File: src/logic/wdp_pkg.sv
// package of constants for the watchdog with postscaler
// assumes a 10 MHz system clock and a plain byte-wide register port
package wdp_pkg;

  // ==========================================================
  // register port geometry
  localparam int ADDR_W = 22;             // byte address width
  localparam int DATA_W = 8;              // register width

  // ==========================================================
  // register offsets
  localparam logic [21:0] OFS_CFG_ENABLE = 22'h300000; // config enable byte
  localparam logic [21:0] OFS_POSTSCALE = 22'h300003;  // watchdog_postscale_config
  localparam logic [21:0] OFS_CONTROL = 22'h300010;    // watchdog_control
  localparam logic [21:0] OFS_STATUS = 22'h300011;     // live status, read only

  // ==========================================================
  // field positions
  localparam int CTL_SOFT_EN_BIT = 0;     // soft_watchdog_enable
  localparam int CTL_REG_LP_BIT = 7;      // regulator_sleep_lowpower
  localparam int CFG_EN_BIT = 0;          // config_watchdog_enable
  localparam int TAP_W = 4;               // timeout_tap_select width
  localparam int STS_ENABLED_BIT = 0;     // watchdog running
  localparam int STS_RC_BIT = 1;          // internal RC requested
  localparam int STS_LP_BIT = 2;          // regulator in low power now
  localparam int STS_LOCK_BIT = 3;        // select field already written

  // ==========================================================
  // reset and read-back values
  localparam logic [3:0] TAP_UNPROG = 4'hF;     // unprogrammed select
  localparam logic [3:0] CFG_UPPER_ONES = 4'hF; // upper nibble reads ones
  localparam logic CFG_EN_UNPROG = 1'b1;        // unprogrammed enable
  localparam logic [7:0] CTL_RESET = 8'h00;     // control after any reset
  localparam logic [7:0] READ_ZERO = 8'h00;     // unmapped or empty read

  // ==========================================================
  // postscaler and timing
  localparam int POST_W = 16;             // postscaler width
  localparam int CLK_PERIOD_NS = 100;     // 10 MHz system clock
  localparam int BASE_PERIOD_NS = 4000000; // 4 ms nominal base period
  localparam int BASE_CYCLES = BASE_PERIOD_NS / CLK_PERIOD_NS;
  localparam int BASE_CNT_W = 16;         // base counter width

endpackage

File: src/logic/wdp_postscaler.sv
// 16-bit watchdog postscaler with a tap multiplexer
// assumes base_tick is a one-cycle pulse in the clk domain
`timescale 1ns/10ps

module wdp_postscaler (
  input wire logic clk,
  input wire logic rst,
  input wire logic clear,
  input wire logic base_tick,
  input wire logic [3:0] tap_sel,
  output logic tap_hit,
  output logic [15:0] count
);

  // ==========================================================
  // state
  logic [15:0] count_r;                   // postscaler count
  logic [15:0] count_nxt;                 // next count
  logic [16:0] carry;                     // tap n fires when low n bits all ones

  // ==========================================================
  // tap chain: tap n pulses once every two to the n base ticks
  assign carry[0] = base_tick;
  genvar gi;
  generate
    for (gi = 0; gi < wdp_pkg::POST_W; gi++) begin : g_tap
      assign carry[gi + 1] = carry[gi] & count_r[gi];
    end
  endgenerate

  // selected tap is the timeout event
  assign tap_hit = carry[tap_sel];
  assign count = count_r;

  // next count: clear has priority over counting
  always_comb begin
    count_nxt = count_r;
    if (clear) begin
      count_nxt = '0;
    end else if (base_tick) begin
      count_nxt = count_r + 16'h0001;
    end
  end

  // register the count
  always_ff @(posedge clk or posedge rst) begin
    if (rst) begin
      count_r <= '0;
    end else begin
      count_r <= count_nxt;
    end
  end

endmodule

File: src/logic/wdp_watchdog.sv
// watchdog top: base counter, postscaler, config and control registers
// assumes rst is power-on reset, core strobes are clk-domain pulses,
// and the low-voltage detect arrives asynchronously from the analog side
//
// Design decision made here: strobed register access.
`timescale 1ns/10ps

module wdp_watchdog #(
  parameter int BASE_CYCLES = wdp_pkg::BASE_CYCLES
) (
  input wire logic clk,
  input wire logic rst,
  input wire logic sys_reset,
  input wire logic [21:0] reg_addr,
  input wire logic [7:0] reg_wdata,
  input wire logic reg_wr,
  input wire logic reg_rd,
  output logic [7:0] reg_rdata,
  input wire logic sleep_instr,
  input wire logic clear_watchdog_instr,
  input wire logic clock_fail,
  input wire logic in_sleep,
  input wire logic low_voltage_detect,
  output logic internal_rc_clock_en,
  output logic regulator_lowpower,
  output logic watchdog_reset,
  output logic watchdog_wake
);

  // ==========================================================
  // declarations
  // low-voltage detect synchroniser
  logic lvd_meta_r;                       // first synchroniser stage
  logic lvd_sync_r;                       // second synchroniser stage

  // configuration state, cleared only by power-on reset
  logic [3:0] tap_sel_r;                  // timeout_tap_select
  logic [3:0] tap_sel_nxt;
  logic tap_lock_r;                       // select field written once
  logic tap_lock_nxt;
  logic cfg_en_r;                         // config_watchdog_enable
  logic cfg_en_nxt;
  logic cfg_en_lock_r;                    // enable byte written once
  logic cfg_en_lock_nxt;

  // control register state
  logic soft_en_r;                        // soft_watchdog_enable
  logic soft_en_nxt;
  logic reg_lp_r;                         // regulator_sleep_lowpower
  logic reg_lp_nxt;

  // base period divider
  logic [15:0] base_cnt_r;                // base period counter
  logic [15:0] base_cnt_nxt;
  logic base_tick;                        // one pulse per base period

  // read path
  logic [7:0] rdata_r;                    // registered read data
  logic [7:0] rdata_nxt;

  // timeout pulses
  logic wdt_reset_r;                      // timeout reset pulse
  logic wdt_reset_nxt;
  logic wdt_wake_r;                       // timeout wake pulse
  logic wdt_wake_nxt;

  // enable and clear glue
  logic wd_enabled;                       // watchdog running
  logic count_clear;                      // clears base and postscaler
  logic tap_hit;                          // selected postscaler output
  logic [15:0] base_last;                 // base counter terminal value

  // decoded strobes
  logic wr_cfg_en;
  logic wr_tap;
  logic wr_ctl;

  // ==========================================================
  // low-voltage detect synchroniser
  // only the second stage is read; the first one may settle late
  // a detect shorter than about one clock may be missed
  // the detect is a level, so a lasting condition is always seen
  always_ff @(posedge clk or posedge rst) begin
    if (rst) begin
      lvd_meta_r <= 1'b0;
      lvd_sync_r <= 1'b0;
    end else begin
      lvd_meta_r <= low_voltage_detect;
      lvd_sync_r <= lvd_meta_r;
    end
  end

  // ==========================================================
  // address decode
  // exact match, so no alias of a config byte can lock it by accident
  assign wr_cfg_en = reg_wr && (reg_addr == wdp_pkg::OFS_CFG_ENABLE);
  assign wr_tap = reg_wr && (reg_addr == wdp_pkg::OFS_POSTSCALE);
  assign wr_ctl = reg_wr && (reg_addr == wdp_pkg::OFS_CONTROL);

  // ==========================================================
  // configuration bytes: survive every reset but power-on
  // a lock per byte keeps software from shortening a timeout later
  always_comb begin
    tap_sel_nxt = tap_sel_r;
    tap_lock_nxt = tap_lock_r;
    cfg_en_nxt = cfg_en_r;
    cfg_en_lock_nxt = cfg_en_lock_r;
    // first write of the power cycle sticks, later ones ignored
    if (wr_tap && !tap_lock_r) begin
      tap_sel_nxt = reg_wdata[wdp_pkg::TAP_W-1:0];
      tap_lock_nxt = 1'b1;
    end
    // enable byte is write-once in the same way
    if (wr_cfg_en && !cfg_en_lock_r) begin
      cfg_en_nxt = reg_wdata[wdp_pkg::CFG_EN_BIT];
      cfg_en_lock_nxt = 1'b1;
    end
  end

  // only power-on reset touches the config state
  // sys_reset is deliberately not looked at here
  always_ff @(posedge clk or posedge rst) begin
    if (rst) begin
      tap_sel_r <= wdp_pkg::TAP_UNPROG;
      tap_lock_r <= 1'b0;
      cfg_en_r <= wdp_pkg::CFG_EN_UNPROG;
      cfg_en_lock_r <= 1'b0;
    end else begin
      tap_sel_r <= tap_sel_nxt;
      tap_lock_r <= tap_lock_nxt;
      cfg_en_r <= cfg_en_nxt;
      cfg_en_lock_r <= cfg_en_lock_nxt;
    end
  end

  // ==========================================================
  // control register
  // sys_reset acts like any non-power-on reset: control back to zero
  // a detect clears the regulator bit even against a same-cycle write
  always_comb begin
    soft_en_nxt = soft_en_r;
    reg_lp_nxt = reg_lp_r;
    if (sys_reset) begin
      // any other reset returns control to its reset value
      soft_en_nxt = wdp_pkg::CTL_RESET[wdp_pkg::CTL_SOFT_EN_BIT];
      reg_lp_nxt = wdp_pkg::CTL_RESET[wdp_pkg::CTL_REG_LP_BIT];
    end else begin
      if (wr_ctl) begin
        soft_en_nxt = reg_wdata[wdp_pkg::CTL_SOFT_EN_BIT];
        reg_lp_nxt = reg_wdata[wdp_pkg::CTL_REG_LP_BIT];
      end
      // detect wins over a write in the same cycle
      if (lvd_sync_r) begin
        reg_lp_nxt = 1'b0;
      end
    end
  end

  // register control bits
  always_ff @(posedge clk or posedge rst) begin
    if (rst) begin
      soft_en_r <= wdp_pkg::CTL_RESET[wdp_pkg::CTL_SOFT_EN_BIT];
      reg_lp_r <= wdp_pkg::CTL_RESET[wdp_pkg::CTL_REG_LP_BIT];
    end else begin
      soft_en_r <= soft_en_nxt;
      reg_lp_r <= reg_lp_nxt;
    end
  end

  // ==========================================================
  // enable and clock request
  // config enable forces on; software only matters when it is clear
  assign wd_enabled = cfg_en_r | soft_en_r;
  // RC oscillator runs whenever the watchdog does
  assign internal_rc_clock_en = wd_enabled;
  // regulator drops to low power only while asleep with the bit set
  assign regulator_lowpower = reg_lp_r & in_sleep;

  // counts restart on sleep, clear, clock failure, reset or disable
  // zero counts while off mean that enabling starts a full period
  assign count_clear = sleep_instr | clear_watchdog_instr
                     | clock_fail
                     | sys_reset | !wd_enabled;

  // ==========================================================
  // base counter: divides the system clock into 4 ms periods
  // no tick in a clear cycle, so a clear never races a pending timeout
  assign base_last = 16'(BASE_CYCLES - 1);
  assign base_tick = wd_enabled && !count_clear && (base_cnt_r == base_last);

  always_comb begin
    base_cnt_nxt = base_cnt_r;
    if (count_clear) begin
      base_cnt_nxt = '0;
    end else if (base_tick) begin
      base_cnt_nxt = '0;
    end else begin
      base_cnt_nxt = base_cnt_r + 16'h0001;
    end
  end

  // register base count
  // the 16-bit counter bounds BASE_CYCLES to 65536
  always_ff @(posedge clk or posedge rst) begin
    if (rst) begin
      base_cnt_r <= '0;
    end else begin
      base_cnt_r <= base_cnt_nxt;
    end
  end

  // ==========================================================
  // postscaler with tap select
  // running count left open: only the selected tap matters here
  wdp_postscaler u_post (
    .clk(clk),
    .rst(rst),
    .clear(count_clear),
    .base_tick(base_tick),
    .tap_sel(tap_sel_r),
    .tap_hit(tap_hit),
    .count()
  );

  // ==========================================================
  // timeout outputs: one-cycle pulses
  // registered so the core sees one clean request per timeout
  // sleep state is taken in the cycle in which the tap fires
  // a tap that fires again after a wrap gives a fresh pulse
  always_comb begin
    wdt_reset_nxt = 1'b0;
    wdt_wake_nxt = 1'b0;
    if (tap_hit && wd_enabled) begin
      // asleep: wake the core, awake: reset it
      if (in_sleep) begin
        wdt_wake_nxt = 1'b1;
      end else begin
        wdt_reset_nxt = 1'b1;
      end
    end
  end

  // register timeout pulses
  always_ff @(posedge clk or posedge rst) begin
    if (rst) begin
      wdt_reset_r <= 1'b0;
      wdt_wake_r <= 1'b0;
    end else begin
      wdt_reset_r <= wdt_reset_nxt;
      wdt_wake_r <= wdt_wake_nxt;
    end
  end

  assign watchdog_reset = wdt_reset_r;
  assign watchdog_wake = wdt_wake_r;

  // ==========================================================
  // read path: data stands only in the cycle after the strobe
  // idle cycles read zero, so stale data is never mistaken for a reply
  always_comb begin
    rdata_nxt = wdp_pkg::READ_ZERO;
    if (reg_rd) begin
      case (reg_addr)
        wdp_pkg::OFS_CFG_ENABLE: begin
          // enable byte, other bits zero
          rdata_nxt[wdp_pkg::CFG_EN_BIT] = cfg_en_r;
        end
        wdp_pkg::OFS_POSTSCALE: begin
          // upper nibble reads as ones
          rdata_nxt = {wdp_pkg::CFG_UPPER_ONES, tap_sel_r};
        end
        wdp_pkg::OFS_CONTROL: begin
          // bits 6..1 stay zero
          rdata_nxt[wdp_pkg::CTL_SOFT_EN_BIT] = soft_en_r;
          rdata_nxt[wdp_pkg::CTL_REG_LP_BIT] = reg_lp_r;
        end
        wdp_pkg::OFS_STATUS: begin
          // live view of the block
          // read only: a write to this address matches no strobe
          rdata_nxt[wdp_pkg::STS_ENABLED_BIT] = wd_enabled;
          rdata_nxt[wdp_pkg::STS_RC_BIT] = internal_rc_clock_en;
          rdata_nxt[wdp_pkg::STS_LP_BIT] = regulator_lowpower;
          rdata_nxt[wdp_pkg::STS_LOCK_BIT] = tap_lock_r;
        end
        default: begin
          // unmapped reads return zero
          rdata_nxt = wdp_pkg::READ_ZERO;
        end
      endcase
    end
  end

  // register read data
  always_ff @(posedge clk or posedge rst) begin
    if (rst) begin
      rdata_r <= wdp_pkg::READ_ZERO;
    end else begin
      rdata_r <= rdata_nxt;
    end
  end

  assign reg_rdata = rdata_r;

endmodule

File: config.mk
export PLATFORM = sky130hd
export DESIGN_NAME = wdp_watchdog
export DESIGN_NICKNAME = d
export VERILOG_FILES = /design/src/logic/wdp_pkg.sv /design/src/logic/wdp_postscaler.sv /design/src/logic/wdp_watchdog.sv
export SDC_FILE = /design/constraint.sdc
export NUM_CORES = 1
export LEC_CHECK = 0
export BUFFER_PORTS_ARGS = -buffer_cell sky130_fd_sc_hd__buf_4
export CAP_MARGIN = 30
export CELL_PAD_IN_SITES_DETAIL_PLACEMENT = 1
export CELL_PAD_IN_SITES_GLOBAL_PLACEMENT = 1
export CORE_ASPECT_RATIO = 1.4
export CORE_MARGIN = 4
export CORE_UTILIZATION = 38
export CTS_CLUSTER_SIZE = 16
export DETAILED_ROUTE_END_ITERATION = 10
export PLACE_DENSITY_LB_ADDON = 0.1
export SYNTH_ARGS = -nofsm -noshare
export SYNTH_HDL_FRONTEND = slang
export SYNTH_SLANG_ARGS = --single-unit
export TNS_END_PERCENT = 30
File: constraint.sdc
create_clock -name clk -period 2.15 [get_ports clk]
set_input_delay 0.43 -clock clk [delete_from_list [all_inputs] [get_ports clk]]
set_output_delay 0.43 -clock clk [all_outputs]
set_load 0.005 [all_outputs]
# Word-level counts from Yosys, hierarchy flattened
# Index checks and enable logic that the tools add are counted.
# totals
ff_bits	53
input_bits	40
word_cells	77
# classes
addsub	2
n_lt_le_gt_ge	1
eq_ne	5
n_mux	20
bitwise_logic	21
reduce_logical	15
# ops
op	count
$eq A22 B22 Y1 const B	4
$mux W16	4
$add A16 B1 Y16 const B	2
$and A1 B1 Y1	16
$eq A16 B16 Y1 const B	1
$mux W1	10
$logic_and A1 B1 Y1	8
$mux W8	1
$lt A4 B6 Y1 const B	1
$pmux W3 S2	1
$or A1 B1 Y1	5
$bmux W1 S4	1
$logic_not A1 Y1	4
$pmux W1 S4	1
$reduce_bool A2 Y1	2
$mux W3	1
$reduce_bool A3 Y1	1
$pmux W1 S2	1

# Longest topological paths before layout
# logic_depth
ltp_word	26
ltp_mapped	7
mapped_depth_nobuf	5

# By module
# Synthesis repeated with hierarchy kept, for this count alone.
# unflattened
cells_unflattened	267
hier_area_um2	2600.0
# by_module_without_submodules
mod	n_inst	cells_per_inst	area_per_inst_um2	seq_area_each_um2
wdp_watchdog	1	163	1670.4	882.1
wdp_postscaler	1	104	929.6	400.4

# Worst setup path after synthesis
# OpenSTA, ideal clock, no wires.
# synth_path
path_type	register to register
start	register base_cnt_r[9]
end	register u_post.count_r[11], in the netlist u_post.count[11]
arrival_ps	2207
t_required_ps	2072
path_slack_ps	-135
path_stages_with_launch	6
path_buffers	1
path_cell_list	dfrtp_1 or4_4 or4_4 buf_6 or4_1 a21oi_1
# synth_between
elab_chain_cells	3
# synth_rtl
element	line	source
from (decl)	wdp_watchdog.sv:53	logic [15:0] base_cnt_r;
from (signal assigned)	wdp_watchdog.sv:208	base_cnt_r <= base_cnt_nxt;
$eq A16 B16 Y1	wdp_watchdog.sv:189	assign base_tick = wd_enabled && !count_clear && (base_cnt_r == base_last);
$logic_and A1 B1 Y1	wdp_watchdog.sv:189	
$reduce_bool A2 Y1 (no source line)	-	
to (signal assigned)	wdp_postscaler.sv:50	count_r <= count_nxt;
to (decl)	wdp_postscaler.sv:17	logic [15:0] count_r;
# Every way passes these cells.
# A chain may end at the register's enable or synchronous reset.

# Worst setup path after layout
# layout_path
start	register base_cnt_r[7]
end	register u_post.count_r[3], in the netlist u_post.count[3]
# The elaborated chain is that of the path after synthesis.

==> out/qor.txt <==
Vias/cell = 5.580
Boundary Pins = 52
Vias = 2472
P_leak = 1.383 nW
RSZ-0062 raised after global routing = true
Clk sinks = 50
Die X = 79.09 um
Top cells by count, synth = dfrtp_1, a21oi_1, nand2_1
CP endpoint kind = flop
Syn Inst Count = 281
Critical path origin = base_cnt_r[7]$_DFF_PP0_
CTS Buffer Depth = 2
Die area = 0.008505 mm^2
Total CTS buffers = 5
Status = complete, but fails checks
Pwr/cell area = 478.4 mW/mm^2
Total wire length = 7589 um
Initial antenna violation count = 0
Area delta synth->final = 27.87%
Drt pass-1 iters = 4
Worst vdd ir = 287.6 uV
Sequential Area = 0.001257 mm^2
Most frequent cell after synthesis = dfrtp_1
Worst-margin pin slew = 0.4710 ns
Clock root cell = clkbuf_8
Clock Skew = 0.007979 ns
Final slew viol count = 0
Critical path startpoint category = flop
WP data required = 2.39 ns
RePlAce Congestion = 0.7666
Main combinational cell family by area after synthesis = simple AND/OR/NAND/NOR gates
Row count = 36
Area fraction of the dominant cell type after synthesis = 41.88%
Asr flop ratio synth = 100.0%
HP Class = in2async
Setup violators final = 3
# DRC = 0
Mapped Avg Cell Area = 9.569 um^2
Synth Cell Area = 0.002689 mm^2
Final Critical Period = 2.193 ns
Tcrit/Tclk final = 102.0%
M1 WL = 3149 um
Clock Latency Late Sink = 0.31 ns
Synthesis Warnings = 0
Footprint of the multi-input gates = 0.001350 mm^2
Ratio of cells with drive above 1 in the final layout = 29.89%
Simple-Gate Fraction of Synth Area = 27.36%
Port Buffers = 48
Final nets = 389
Total Routing Usage GR = 18.39%
Starting density of the core = 38.76%
Routed Antenna Nets = 0
Post-Syn Nets = 323
Die H = 107.5 um
Largest net degree at the start of global routing = 24
Final non-filler cell total = 443
Diode count = 0
Detail Route met3 WL = 190 um
Setup ws final = -0.04313 ns
Post-synth EDFFs = 0
Avg WL per Cell = 17.13 um
Adder-Cell Fraction of Synth Area = 0.9307%
HPWL after detailed placement = 5520 um
Crit path max fanout = 7
Failing checks = setup timing
Max layer used = met4
Compound-Gate Fraction of Synth Area = 14.56%
Synth area leader = dfrtp_1
Synth Area in XOR/XNOR = 2.932%
Grt total ovfl = 0
#FFs+latches synth = 50
DRT iter0 DRCs = 80
Relative slew margins = 68.56%
RR Startpoint = base_cnt_r[7]$_DFF_PP0_
Filler Cell Count = 840
Dpl cells = 430
Synth Flop Type = dfrtp_1
Post-synthesis sequential area ratio = 46.77%
Fmax = 456.0 MHz
Setup TNS Final = -0.06348 ns
Mux contribution to synthesized area = 2.839%
Core box area = 0.006937 mm^2
First-pass GRT wire length = 12480 um
Cell variety after synth = 45
Synth top area cells = dfrtp_1, dfstp_2, or4_1, a21oi_1, o31ai_1
Setup CP Type = reg2reg
Reg clk slew, reported paths = 0.11 ns
H-tree depth = 2
Vias in the first global route = 2521
Final hold violation count = 0
Wire length on met2 = 4108 um
CTS tree = yes
Worst EP arrival = 2.44 ns
Max Cap Viol = 0
==> power by group <==
part | internal [W] | switching [W]
combinational | 0.0000530 | 0.0000465
clock | 0.000244 | 0.000358
sequential | 0.000942 | 0.000000698
==> worst max-delay path: stages, from the launching register on <==
cell     delay [ns]
dfrtp_1        0.39
or4_4          0.58
or4_4          0.49
or4_4          0.51
a21oi_2        0.15
==> state kept, by name, summed over array words and instances (netlist names) <==
register / count
cfg_en_lock_r: 1
watchdog_wake: 1
watchdog_reset: 1
reg_lp_r: 1
u_post.count: 15
soft_en_r: 1
tap_sel_r: 4
base_cnt_r: 16
cfg_en_r: 1
reg_rdata: 6
lvd_meta_r: 1
lvd_sync_r: 1
tap_lock_r: 1
==> metal layers <==
metal,track usage [%],vias to the layer above
li1,-,1191
met1,22.05,1222
met2,33.31,43
met3,3.099,16
met4,5.405,0
met5,0,-
==> cell type report <==
| type | instances | area share [%] |
|---|---|---|
| clock inverter | 3 | 0.8370 |
| clock buffer | 5 | 2.001 |
| multi-input combinational | 206 | 39.26 |
| timing repair buffer | 73 | 16.67 |
| tap | 95 | 3.457 |
| sequential | 50 | 36.57 |
| inverter | 11 | 1.201 |
==> path summary, 6_finish.rpt <==
kind / cells past startpoint / slack (ns) / to
setup / recovery: 4 / -0.04 / u_post.count[3]$_DFFE_PP0P_
hold / removal: 2 / 0.12 / base_cnt_r[11]$_DFF_PP0_
setup reg to reg: 4 / -0.04 / u_post.count[3]$_DFFE_PP0P_
hold reg to reg: 0 / 0.38 / lvd_sync_r$_DFF_PP0_
max in group asynchronous: 3 / 1.46 / tap_sel_r[1]$_DFFE_PP1P_
min in group clk: 1 / 0.22 / lvd_meta_r$_DFF_PP0_
==> cell families (layout without fill, tap and decap cells) <==
kind of cell / Yosys count / after routing
fa+ha+maj: 2 / 2
buf+inv: 27 / 92
flops: 50 / 50
simple gates: 125 / 127
mux: 7 / 7
xor+xnor: 9 / 9
compound gates: 61 / 61
==> repair_timing <==
action | 4_1_cts | 5_1_grt
gates resized for setup | 2 | 6
hold buffers | 0 | 0
setup endpoints to repair | 12 | 28
gates cloned | 2 | 0
buffers inserted | 0 | 3
endpoints found under the hold margin | 0 | 0
pin swaps | 13 | 1
==> layout by cell type (no fill, tap or decap), types with 2 or more instances in the layout <==
cell,Yosys,layout
clkbuf_8,0,5
and4_1,5,5
nor4_1,7,7
or4_1,16,15
o22ai_1,3,3
nand2_1,21,20
mux2i_1,2,2
dfrtp_1,45,45
buf_4,2,71
nand4_1,11,11
a311oi_1,2,2
a21oi_1,23,20
o32ai_1,2,2
buf_12,0,2
nor2_1,19,19
inv_1,11,10
nand4b_1,2,2
and2_1,4,4
mux2_2,4,4
nand2b_1,6,6
or4_4,2,5
o21ai_0,7,7
and3_1,4,4
a22oi_1,2,2
nor2b_1,4,4
o31ai_1,15,15
a21oi_2,0,3
dfstp_2,5,5
or3_1,5,5
o2111ai_1,2,2
nand3_1,14,14
xor2_1,8,8
==> metrics by stage <==
stage / area, um^2 / utilization [%] / hold slack [ns] / worst slack [ns] / power [W]
after global placement: 3276 / 47.22 / 0.3361 / -0.02916 / 0.001060
final: 3438 / 49.57 / 0.1194 / -0.04313 / 0.001645
after CTS: 3396 / 48.95 / 0.1247 / -0.08613 / 0.001671
after floorplan: 2689 / - / 0.3312 / 0.001728 / 0.0009900
after detailed placement: 3276 / 47.22 / 0.3629 / -0.07269 / 0.001063
after global routing: 3438 / 49.57 / 0.1264 / -0.08210 / 0.001711
Power figures use the tool's default switching activity.
